<file path="src/rtl/dops_pkg.sv">
package dops_pkg;

  // ****************************************************************
  // Register map, word offsets
  // ****************************************************************
  localparam logic [3:0] REG_CTRL    = 4'h0;
  localparam logic [3:0] REG_SEL     = 4'h1;
  localparam logic [3:0] REG_FANDLY  = 4'h2;
  localparam logic [3:0] REG_CARDLY  = 4'h3;
  localparam logic [3:0] REG_AMBIENT = 4'h4;
  localparam logic [3:0] REG_RATED   = 4'h5;
  localparam logic [3:0] REG_DOFUNC  = 4'h6;
  localparam logic [3:0] REG_STATUS  = 4'h7;

  // ****************************************************************
  // Field positions and reset values
  // ****************************************************************
  localparam int CTRL_FRST = 0;
  localparam int CTRL_PM   = 1;
  localparam int CTRL_INIT = 2;
  localparam logic [11:0] SEL_RESET      = 12'h475;
  localparam logic [8:0]  FANDLY_RESET   = 9'h03C;
  localparam logic [8:0]  FANDLY_MAX     = 9'h12C;
  localparam logic [7:0]  CARDLY_RESET   = 8'h32;
  localparam logic [7:0]  AMBIENT_RESET  = 8'h28;
  localparam logic [7:0]  DO_ALARM_CODE  = 8'h10;
  localparam logic [7:0]  DO_FAULT_CODE  = 8'h0E;

  // ****************************************************************
  // Thresholds in percent of rated current, frequency in 0.1 Hz
  // ****************************************************************
  localparam logic [7:0]  PCT_PHASE_LOST = 8'h05;
  localparam logic [7:0]  PCT_CAR_LOW    = 8'h64;
  localparam logic [7:0]  PCT_CAR_HIGH   = 8'h70;
  localparam logic [7:0]  PCT_CAR_HYST   = 8'h0C;
  localparam logic [7:0]  PCT_HIGH_ALARM = 8'h96;
  localparam logic [7:0]  PCT_SOFT_LIMIT = 8'hA0;
  localparam logic [7:0]  PCT_OVERCUR    = 8'hC8;
  localparam logic [7:0]  PCT_OL_BASE    = 8'h96;
  localparam logic [7:0]  PCT_OL_SIDE    = 8'h8C;
  localparam logic [7:0]  PCT_OL_SLOW    = 8'h1E;
  localparam logic [15:0] FREQ_LOW       = 16'h003C;
  localparam logic [15:0] FREQ_HIGH      = 16'h0046;
  localparam logic [7:0]  AMB_LIMIT      = 8'h28;
  localparam logic [7:0]  AMB_LIMIT_SIDE = 8'h1E;
  localparam logic [7:0]  DERATE_STEP    = 8'h02;

  // ****************************************************************
  // Timing: 10 ms tick from the 10 MHz clock, 100 ticks a second
  // ****************************************************************
  localparam int CLK_PERIOD_NS = 100;
  localparam int TICK_MS       = 10;
  localparam int TICK_CYCLES   = TICK_MS * 1000000 / CLK_PERIOD_NS;
  localparam logic [6:0] TICKS_PER_S = 7'h64;

  typedef enum logic [1:0] {
    CAR_NORMAL  = 2'b01,
    CAR_REDUCED = 2'b10
  } dops_car_t;

endpackage : dops_pkg

</file>
<file path="src/rtl/dops_supervisor.sv">
// Local design decisions: the strobed register port and the register offsets.
`timescale 1ns/100ps
module dops_supervisor #(
  parameter int          CUR_W       = 12,
  parameter int          TICK_CYCLES = dops_pkg::TICK_CYCLES,
  parameter logic [15:0] RATED_INIT  = 16'h0100,
  parameter logic [1:0]  INSTALL_INIT = 2'h0,
  parameter logic [1:0]  CARMODE_INIT = 2'h1
) (
  input  wire logic             core_clk,
  input  wire logic             srst,
  input  wire logic [3:0]       regAddr,
  input  wire logic [31:0]      regWdata,
  input  wire logic             regWr,
  input  wire logic             regRd,
  output logic      [31:0]      regRdata,
  input  wire logic             runCmd,
  input  wire logic             sampleValid,
  input  wire logic [CUR_W-1:0] phaseCurrentU,
  input  wire logic [CUR_W-1:0] phaseCurrentV,
  input  wire logic [CUR_W-1:0] phaseCurrentW,
  input  wire logic [15:0]      outputFreq,
  input  wire logic             groundLeakDetect,
  input  wire logic             imbalanceDetect,
  output logic                  outputOff,
  output logic                  voltageReduce,
  output logic                  fanOn,
  output logic                  carrierReduce,
  output logic      [7:0]       overloadLevel,
  output logic      [2:0]       digitalOut
);
  import dops_pkg::*;

  // ****************************************************************
  // Settings registers
  // ****************************************************************
  logic [11:0] sel;
  logic [8:0]  fanOffDelay;
  logic [7:0]  carrierRestoreDelay;
  logic [7:0]  ambientTempSetting;
  logic [15:0] ratedCurrent;
  logic [23:0] digitalOutputFunctionSelect;
  logic        pmOlv;
  logic [1:0]  installMethodSelect;

  // Faults and alarm state.
  logic outputPhaseLossFault;
  logic groundLeakFault;
  logic currentImbalanceFault;
  logic overcurrentTrip;
  logic highCurrentAlarm;

  // Field views of the select register.
  wire [1:0] phaseLossSelect        = sel[1:0];
  wire       groundCheckSelect      = sel[2];
  wire       fanModeSelect          = sel[3];
  wire       lowSpeedDerateSelect   = sel[4];
  wire       softLimitSelect        = sel[5];
  wire       imbalanceCheckSelect   = sel[6];
  wire [1:0] carrierReduceMode      = sel[10:9];
  wire       highCurrentAlarmSelect = sel[11];

  // Decoded write strobes.
  wire wrCtrl    = regWr && (regAddr == REG_CTRL);
  wire wrSel     = regWr && (regAddr == REG_SEL);
  wire faultRst  = wrCtrl && regWdata[CTRL_FRST];
  wire paramInit = wrCtrl && regWdata[CTRL_INIT];

  // Settings writes; initialization restores defaults but spares install.
  always_ff @(posedge core_clk)
  begin
    if (srst || paramInit)
    begin
      sel                         <= {SEL_RESET[11:9], 2'h0, SEL_RESET[6:0]};
      fanOffDelay                 <= FANDLY_RESET;
      carrierRestoreDelay         <= CARDLY_RESET;
      ambientTempSetting          <= AMBIENT_RESET;
      ratedCurrent                <= RATED_INIT;
      digitalOutputFunctionSelect <= {3{DO_ALARM_CODE}};
    end
    else if (regWr)
    begin
      if (regAddr == REG_SEL)
        sel <= {regWdata[11:9], 2'h0, regWdata[6:0]};
      if (regAddr == REG_FANDLY && regWdata[8:0] <= FANDLY_MAX)
        fanOffDelay <= regWdata[8:0];
      if (regAddr == REG_CARDLY)
        carrierRestoreDelay <= regWdata[7:0];
      if (regAddr == REG_AMBIENT)
        ambientTempSetting <= regWdata[7:0];
      if (regAddr == REG_RATED)
        ratedCurrent <= regWdata[15:0];
      if (regAddr == REG_DOFUNC)
        digitalOutputFunctionSelect <= regWdata[23:0];
    end
  end

  // Mode reset value of the carrier field is a module parameter.
  logic [1:0] carModeOvr;
  logic       carModeSet;

  // Installation method and carrier mode; init clears the carrier mode flag, carModeSet, and its control write also loads pmOlv.
  // install survives initialization
  always_ff @(posedge core_clk)
  begin
    if (srst)
    begin
      installMethodSelect <= INSTALL_INIT;
      carModeOvr          <= CARMODE_INIT;
      carModeSet          <= 1'b0;
      pmOlv               <= 1'b0;
    end
    else
    begin
      if (wrSel)
        installMethodSelect <= regWdata[8:7];
      if (wrSel)
        carModeSet <= 1'b1;
      else if (paramInit)
        carModeSet <= 1'b0;
      if (wrCtrl)
        pmOlv <= regWdata[CTRL_PM];
    end
  end

  wire [1:0] carMode = carModeSet ? carrierReduceMode : carModeOvr;

  // ****************************************************************
  // Pin synchroniser and time base
  // ****************************************************************
  logic runMeta;
  logic runSync;
  logic [31:0] tickCount;
  logic        tick10ms;
  logic [6:0]  secCount;
  logic        tickSec;

  // Run command is a pin, so it passes two flip-flops first.
  always_ff @(posedge core_clk)
  begin
    if (srst)
    begin
      runMeta <= 1'b0;
      runSync <= 1'b0;
    end
    else
    begin
      runMeta <= runCmd;
      runSync <= runMeta;
    end
  end

  // Tick divider; the period is a parameter so simulation can shorten it.
  always_ff @(posedge core_clk)
  begin
    if (srst)
    begin
      tickCount <= 32'h0;
      tick10ms  <= 1'b0;
      secCount  <= 7'h0;
      tickSec   <= 1'b0;
    end
    else
    begin
      tick10ms <= (tickCount == 32'(TICK_CYCLES - 1));
      tickCount <= (tickCount == 32'(TICK_CYCLES - 1)) ? 32'h0
                                                      : tickCount + 32'h1;
      tickSec <= tick10ms && (secCount == TICKS_PER_S - 7'h1);
      if (tick10ms)
        secCount <= (secCount == TICKS_PER_S - 7'h1) ? 7'h0
                                                    : secCount + 7'h1;
    end
  end

  // ****************************************************************
  // Effective rating and percent comparators
  // ****************************************************************
  // ambient derating of rating
  wire [7:0]  ambLimit  = (installMethodSelect == 2'h1) ? AMB_LIMIT_SIDE
                                                        : AMB_LIMIT;
  wire        ambOver   = $signed(ambientTempSetting) > $signed(ambLimit);
  wire [7:0]  ambExcess = ambOver ? 8'(ambientTempSetting - ambLimit)
                                  : 8'h0;
  wire [15:0] deratePct = 16'(ambExcess) * 16'(DERATE_STEP);
  wire [31:0] effRatedX100 = 32'(ratedCurrent) * 32'(16'd100 - deratePct);

  // True when cur is above pct percent of the effective rated current.
  function automatic logic above(input logic [CUR_W-1:0] cur,
                                 input logic [7:0] pct,
                                 input logic [31:0] ref100);
    above = (32'(cur) * 32'd10000) > (ref100 * 32'(pct));
  endfunction : above

  wire [CUR_W-1:0] curMax01 = (phaseCurrentU > phaseCurrentV) ?
                              phaseCurrentU : phaseCurrentV;
  wire [CUR_W-1:0] curMax   = (curMax01 > phaseCurrentW) ?
                              curMax01 : phaseCurrentW;

  logic [2:0] phaseLost;
  logic       curOver100;
  logic       curOver112;
  logic       curUnderLowHyst;
  logic       curUnderHighHyst;
  logic       curOverAlarm;
  logic       curAtSoftLimit;
  logic       curOverTrip;

  always_ff @(posedge core_clk)
  begin
    if (srst)
    begin
      phaseLost        <= 3'h0;
      curOver100       <= 1'b0;
      curOver112       <= 1'b0;
      curUnderLowHyst  <= 1'b1;
      curUnderHighHyst <= 1'b1;
      curOverAlarm     <= 1'b0;
      curAtSoftLimit   <= 1'b0;
      curOverTrip      <= 1'b0;
    end
    else if (sampleValid)
    begin
      phaseLost <= {!above(phaseCurrentW, PCT_PHASE_LOST, effRatedX100),
                    !above(phaseCurrentV, PCT_PHASE_LOST, effRatedX100),
                    !above(phaseCurrentU, PCT_PHASE_LOST, effRatedX100)};
      curOver100       <= above(curMax, PCT_CAR_LOW, effRatedX100);
      curOver112       <= above(curMax, PCT_CAR_HIGH, effRatedX100);
      curUnderLowHyst  <= !above(curMax, PCT_CAR_LOW - PCT_CAR_HYST,
                                 effRatedX100);
      curUnderHighHyst <= !above(curMax, PCT_CAR_HIGH - PCT_CAR_HYST,
                                 effRatedX100);
      curOverAlarm     <= above(curMax, PCT_HIGH_ALARM, effRatedX100);
      curAtSoftLimit   <= above(curMax, PCT_SOFT_LIMIT - 8'h1, effRatedX100);
      curOverTrip      <= above(curMax, PCT_OVERCUR, effRatedX100);
    end
  end

  // ****************************************************************
  // Fault detection and latching
  // ****************************************************************
  wire [1:0] lostCount = 2'(phaseLost[0]) + 2'(phaseLost[1])
                       + 2'(phaseLost[2]);
  wire phaseLossCause = runSync &&
       (((phaseLossSelect == 2'h1) && (lostCount >= 2'h1)) ||
        ((phaseLossSelect == 2'h2) && (lostCount >= 2'h2)));
  wire groundCause    = groundCheckSelect && groundLeakDetect;
  wire imbalanceCause = imbalanceCheckSelect && imbalanceDetect;
  wire overcurCause   = !softLimitSelect && curOverTrip;

  // A fault stays set while its cause holds, so a reset then is ignored.
  // latch until reset and clear
  always_ff @(posedge core_clk)
  begin
    if (srst)
    begin
      outputPhaseLossFault  <= 1'b0;
      groundLeakFault       <= 1'b0;
      currentImbalanceFault <= 1'b0;
      overcurrentTrip       <= 1'b0;
    end
    else
    begin
      outputPhaseLossFault  <= phaseLossCause ||
                               (outputPhaseLossFault && !faultRst);
      groundLeakFault       <= groundCause || (groundLeakFault && !faultRst);
      currentImbalanceFault <= imbalanceCause ||
                               (currentImbalanceFault && !faultRst);
      overcurrentTrip       <= overcurCause || (overcurrentTrip && !faultRst);
    end
  end

  wire anyFault = outputPhaseLossFault || groundLeakFault ||
                  currentImbalanceFault || overcurrentTrip;

  // ****************************************************************
  // Fan timer
  // ****************************************************************
  logic [8:0] fanTimer;

  // Timed mode counts whole seconds; the first second may run short.
  always_ff @(posedge core_clk)
  begin
    if (srst)
    begin
      fanTimer <= 9'h0;
      fanOn    <= 1'b0;
    end
    else if (fanModeSelect)
    begin
      fanTimer <= 9'h0;
      fanOn    <= 1'b1;
    end
    else if (runSync)
    begin
      fanTimer <= fanOffDelay;
      fanOn    <= 1'b1;
    end
    else if (fanTimer == 9'h0)
      fanOn <= 1'b0;
    else if (tickSec)
      fanTimer <= fanTimer - 9'h1;
  end

  // ****************************************************************
  // Carrier reduction state machine
  // ****************************************************************
  dops_car_t  carState;
  dops_car_t  next_carState;
  logic [7:0] carTimer;

  wire freqLow  = outputFreq < FREQ_LOW;
  wire freqHigh = outputFreq > FREQ_HIGH;
  wire carAllowed = (carMode != 2'h0) && (carrierRestoreDelay != 8'h0)
                    && !pmOlv;
  wire carEnter = (freqLow && curOver100) ||
                  ((carMode == 2'h2) && freqHigh && curOver112);
  wire carCalm = freqLow ? curUnderLowHyst : curUnderHighHyst;
  wire mode1Exit = curUnderLowHyst || freqHigh;

  always_comb
  begin
    next_carState = carState;
    case (carState)
      CAR_NORMAL:
        if (carAllowed && carEnter)
          next_carState = CAR_REDUCED;
      CAR_REDUCED:
        if (!carAllowed)
          next_carState = CAR_NORMAL;
        else if ((carMode == 2'h1) && mode1Exit)
          next_carState = CAR_NORMAL;
        else if ((carMode == 2'h2) && carCalm && (carTimer == 8'h0))
          next_carState = CAR_NORMAL;
      default:
        next_carState = CAR_NORMAL;
    endcase
  end

  // Restore timer restarts whenever current is not yet calm.
  // restore off delay
  always_ff @(posedge core_clk)
  begin
    if (srst)
    begin
      carState <= CAR_NORMAL;
      carTimer <= 8'h0;
    end
    else
    begin
      carState <= next_carState;
      if (!carCalm || carState == CAR_NORMAL)
        carTimer <= carrierRestoreDelay;
      else if (tick10ms && carTimer != 8'h0)
        carTimer <= carTimer - 8'h1;
    end
  end

  // ****************************************************************
  // Output flip-flops
  // ****************************************************************
  // low speed derating
  wire [7:0] olBase = (installMethodSelect == 2'h1) ? PCT_OL_SIDE
                                                    : PCT_OL_BASE;
  wire [7:0] olLevelNext = (lowSpeedDerateSelect && freqLow) ?
                           8'(olBase - PCT_OL_SLOW) : olBase;
  wire alarmNext = highCurrentAlarmSelect && curOverAlarm;

  logic [2:0] doNext;
  genvar gi;
  generate
    for (gi = 0; gi < 3; gi++)
    begin : g_do
      wire [7:0] func = digitalOutputFunctionSelect[gi*8 +: 8];
      assign doNext[gi] = ((func == DO_ALARM_CODE) && highCurrentAlarm) ||
                          ((func == DO_FAULT_CODE) && anyFault);
    end
  endgenerate

  always_ff @(posedge core_clk)
  begin
    if (srst)
    begin
      outputOff        <= 1'b0;
      voltageReduce    <= 1'b0;
      carrierReduce    <= 1'b0;
      overloadLevel    <= PCT_OL_BASE;
      highCurrentAlarm <= 1'b0;
      digitalOut       <= 3'h0;
    end
    else
    begin
      outputOff        <= anyFault;
      voltageReduce    <= softLimitSelect && curAtSoftLimit;
      carrierReduce    <= (next_carState == CAR_REDUCED);
      overloadLevel    <= olLevelNext;
      highCurrentAlarm <= alarmNext;
      digitalOut       <= doNext;
    end
  end

  // ****************************************************************
  // Register read port
  // ****************************************************************
  wire [31:0] statusWord = {18'h0, carState == CAR_REDUCED, fanOn, runSync,
                            lostCount, 3'h0, outputOff, highCurrentAlarm,
                            overcurrentTrip, currentImbalanceFault,
                            groundLeakFault, outputPhaseLossFault};
  logic [31:0] readMux;

  always_comb
  begin
    case (regAddr)
      REG_CTRL:    readMux = {30'h0, pmOlv, 1'b0};
      REG_SEL:     readMux = {20'h0, sel[11:9], installMethodSelect,
                              sel[6:0]};
      REG_FANDLY:  readMux = {23'h0, fanOffDelay};
      REG_CARDLY:  readMux = {24'h0, carrierRestoreDelay};
      REG_AMBIENT: readMux = {24'h0, ambientTempSetting};
      REG_RATED:   readMux = {16'h0, ratedCurrent};
      REG_DOFUNC:  readMux = {8'h0, digitalOutputFunctionSelect};
      REG_STATUS:  readMux = statusWord;
      default:     readMux = 32'h0;
    endcase
  end

  // Read data stands for one cycle after the strobe, zero otherwise.
  always_ff @(posedge core_clk)
  begin
    if (srst)
      regRdata <= 32'h0;
    else
      regRdata <= regRd ? readMux : 32'h0;
  end

endmodule : dops_supervisor

</file>
<file path="config.mk">
export PLATFORM = sky130hd
export DESIGN_NAME = dops_supervisor
export DESIGN_NICKNAME = d
export VERILOG_FILES = /design/src/rtl/dops_pkg.sv /design/src/rtl/dops_supervisor.sv
export SDC_FILE = /design/constraint.sdc
export NUM_CORES = 2
export LEC_CHECK = 0
export BUFFER_PORTS_ARGS = -buffer_cell sky130_fd_sc_hd__buf_4
export CORE_MARGIN = 10
export CORE_UTILIZATION = 59
export DETAILED_ROUTE_END_ITERATION = 8
export GPL_ROUTABILITY_DRIVEN = 1
export GPL_TIMING_DRIVEN = 0
export PLACE_DENSITY = 0.79
export SETUP_SLACK_MARGIN = 0.3
export SYNTH_ARGS = -nofsm -noshare
export SYNTH_HDL_FRONTEND = slang
export SYNTH_SLANG_ARGS = --single-unit
</file>
<file path="constraint.sdc">
create_clock -name core_clk -period 14.4 [get_ports core_clk]
set_clock_uncertainty 0.1 [all_clocks]
set_input_delay 2.16 -clock core_clk [delete_from_list [all_inputs] [get_ports core_clk]]
set_output_delay 2.16 -clock core_clk [all_outputs]
set_load 0.03 [all_outputs]
</file>
==> results.md <==
* Avg Vias per Cell at approximately 5.9
* Clk Latency, worst-skew pair at 0.45 ns
* Number of global-route vias before repair at 33254
* Routed wire length at 107000 um
* Psw at 5.13 mW
* Die area at between 70000 and 80000 um2
* Largest net degree at the start of global routing at 18
* Max IR drop VDD at 0.425 mV
* Part of the power in registers at 0.061
* N_diodes at 0
* Hold_ws at approximately 0.35 ns
* Clock Tree Buf Depth at 2
* Die Wd at approximately 280 um
* Post-DP HPWL at 87000 um
* Layout cells sized above 1 at 0.0718
* Fin Setup TNS at 0 ns
* Setup ws final at a little under 0.6 ns
* Final slew viol count at 3
* Synth Area per Inst at around 8.4 um2
* CP max stage cell: fa_2
* Startpoint Class: flop
* Worst-path fanout max at 9
* XOR/XNOR share of the synthesized area at 0.0587
* Top delay family on crit path: adder cells
* Netlist area before placement at 39500 um2
* CTS sink cnt at ~190
* Setup slack, reg-to-reg at between 0.5 and 0.6 ns
* Synth top cells by count: 844 x inv_1, 804 x ha_1, 370 x fa_1
* GRT overflow at 0
* Ys Warns at 0
* Port bufs at between 100 and 150
* Vias post-DR at roughly 34000
* Post-synthesis cell type count at between 80 and 90
* Die Y at 279 um
* Clock power share at 0.053
* Core Area at ~66000 um2
* Final Hold Vio Count at 0
* CP required at between 10 and 15 ns
* Final Instance Area at between 40000 and 50000 um2
* Initial antenna violation count at 0
* Mux contribution to synthesized area at 0.0132
* Power per cell area at between 200 and 250 nW/um2
* Crit. End Element: flop
* DRC viols at 0
* Ys flop type: dfxtp_1
* Fill count at 5342
* Slew @ Worst Pin at between 1.5 and 2 ns
* RR Startpoint: installMethodSelect[1]$_SDFFE_PP0P_
* CTS Buf Count at 17
* Async set or reset register ratio after synthesis at 0
* Final net count at just over 6000
* CTS Root Cell: clkbuf_16
* Design internal power at approximately 4.2 mW
* Worst Setup SP: installMethodSelect[1]$_SDFFE_PP0P_
* Initial DRC count at 3074
* GRT Total Usage at 0.269
* Number of synthesized flops with an enable pin at 0
* # setup viols final at 0
* DP Area at approximately 42000 um2
* Final period util at 0.959
* Top-count cell post-synth: inv_1
* RSZ-0062 raised after global routing: yes
* Clock slew at reported path FFs at around 0.07 ns
* Crit path time final at 13.80 ns
* #FFs+latches synth at between 150 and 200
* Max-Cap Viols at 1
* Wire length of the first global-routing pass at ~170000 um
* Post-Synth Adder-Cell Area at 0.442
* CTS H-tree lvls at 4
* Largest area contributor in the netlist: ha_1
* DRT Pass-1 Iters at 7
* Slew headroom at -0.0250
* Sw Ratio at 0.550
* Hold Crit Class: flop to flop
* Status: finished with violations
* WS Path Type: flop to flop
* Ports at around 140
* Area growth syn-to-layout at 9.46%
* Failing checks: capacitance limit, slew limit
* Largest family of logic cells by synthesized area: adder cells
* Antenna Nets Post-Route at 0
* Compound-gate portion of the synthesized area at 0.151
* Leakage at about 23 nW
* Simple-Gate Fraction of Synth Area at 0.146
* Most numerous cell on the critical path: fa_1
* Cts-stage hold buffer count at 0
* WL/cell at 18.5 um
* GPL Wtd Cong at between 1 and 1.5
* Cells after Synth at about 4700
* Worst path max stage delay at ~0.57 ns
* Combinational Power Share at 0.886
* Register area share after synthesis at 0.0978
* Hold Crit Start: curOver100$_SDFFE_PP0P_
* Maximum clock rate at a little over 0.07 GHz
* CTS tree: done
* Synth top area cells: ha_1 25%, fa_1 19%, dfxtp_1 9.8%
* Crit path buf inv count at 13
* Initial core utilization at 0.598
* Site Rows at between 90 and 100
* Area share of the largest cell type after synthesis at 0.255
* Critical path arrival at 14.04 ns
* Dpl ws at -2.34 ns
-- path summary, 6_finish.rpt --
| path | endpoint | cells past startpoint |
|---|---|---|
| worst min register to register | curOver100$_SDFFE_PP0P_ | 2 |
| worst max register to register | curAtSoftLimit$_SDFFE_PP0P_ | 59 |
| worst min-delay path | curOver100$_SDFFE_PP0P_ | 2 |
| worst max-delay path | curAtSoftLimit$_SDFFE_PP0P_ | 59 |
-- power groups by stage --
stage / sequential (mW) / clock [mW] / combinational, mW
6_report: 0.569 / 0.497 / 8.25
3_5_place_dp: 0.580 / 0 / 7.80
5_1_grt: 0.571 / 0.524 / 9.23
3_3_place_gp: 0.580 / 0 / 7.54
4_1_cts: 0.568 / 0.498 / 7.94
2_1_floorplan: 0.578 / 0 / 5.71
-- what timing repair did --
item | in CTS | in global routing
setup buffers | 11 | 30
pin swaps | 14 | 32
endpoints found under the setup margin | 10 | 6
resized for setup | 43 | 86
endpoints found under the hold margin | 0 | 0
-- cell families (layout without fill, tap and decap cells) --
| kind of cell | after synthesis | count (layout) |
|---|---|---|
| simple gates | 1180 | 1180 |
| fa+ha+maj | 1174 | 1174 |
| buf+inv | 950 | 1149 |
| compound gates | 911 | 911 |
| xor+xnor | 263 | 263 |
| flops | 193 | 193 |
| mux | 51 | 51 |
| other cells | 1 | 9 |
-- registers in the layout, indices dropped and copies added (netlist names), 2 cells and up --
signal and cells:
fanOffDelay 9, digitalOutputFunctionSelect 24, installMethodSelect 2, overloadLevel 6, digitalOut 3, sel 10
secCount 7, ambientTempSetting 8, phaseLost 3, tickCount 32, carTimer 8, regRdata 24
carState 2, fanTimer 9, ratedCurrent 16, carrierRestoreDelay 8
-- stage by stage --
stage          cells  total power [mW]  utilization
2_1_floorplan   4731              6.29            -
3_3_place_gp    5714              8.11        0.628
3_5_place_dp    5719              8.38        0.630
4_1_cts         5762              9.01        0.644
5_1_grt         5794              10.3        0.654
6_report        5794              9.32        0.654
-- metal layers --
metal	up-vias	wire length, um	global-route usage
li1	16216	-	-
met2	1209	48500	0.432
met3	211	7850	0.0334
met5	-	0	0
met4	0	4040	0.0967
met1	16276	46600	0.367
-- worst register-to-register path: cells and delay by family, from the launching register on --
family | cells | cell delay [ns]
compound gates | 19 | 3.36
xor+xnor | 3 | 0.73
fa+ha+maj | 14 | 5.77
buf+inv | 13 | 1.51
flops | 1 | 0.33
simple gates | 10 | 1.91
-- area by class of cell --
type | instances | area [um2] | area share
inverters | 847 | 3190 | 0.0738
clock inverters | 13 | 176 | 0.00408
clock buffers | 19 | 433 | 0.0100
flip-flops and latches | 193 | 3870 | 0.0894
well taps | 864 | 1080 | 0.0250
repair buffers | 167 | 1300 | 0.0300
plain buffers | 103 | 509 | 0.0118
multi-input cells | 3588 | 32700 | 0.756
-- layout by cell type, fill, tap and decap left out, types with 17 or more instances in the layout --
master	count
nand3_1	85
nor2_1	288
a21boi_0	19
a21oi_1	283
nand4_1	50
mux2i_1	42
buf_4	171
or3_1	27
a21o_1	149
and2_1	73
nor2b_1	72
inv_1	835
nand2b_1	68
a211oi_1	20
ha_1	794
nor3_1	64
o21ai_0	138
xnor2_1	141
nor4_1	20
nand2_1	326
a31oi_1	26
clkbuf_1	75
xor2_1	94
dfxtp_1	191
clkbuf_16	17
o21bai_1	23
and3_1	25
o21a_1	62
fa_1	366
Note: power is estimated with default switching activity, not from simulation.
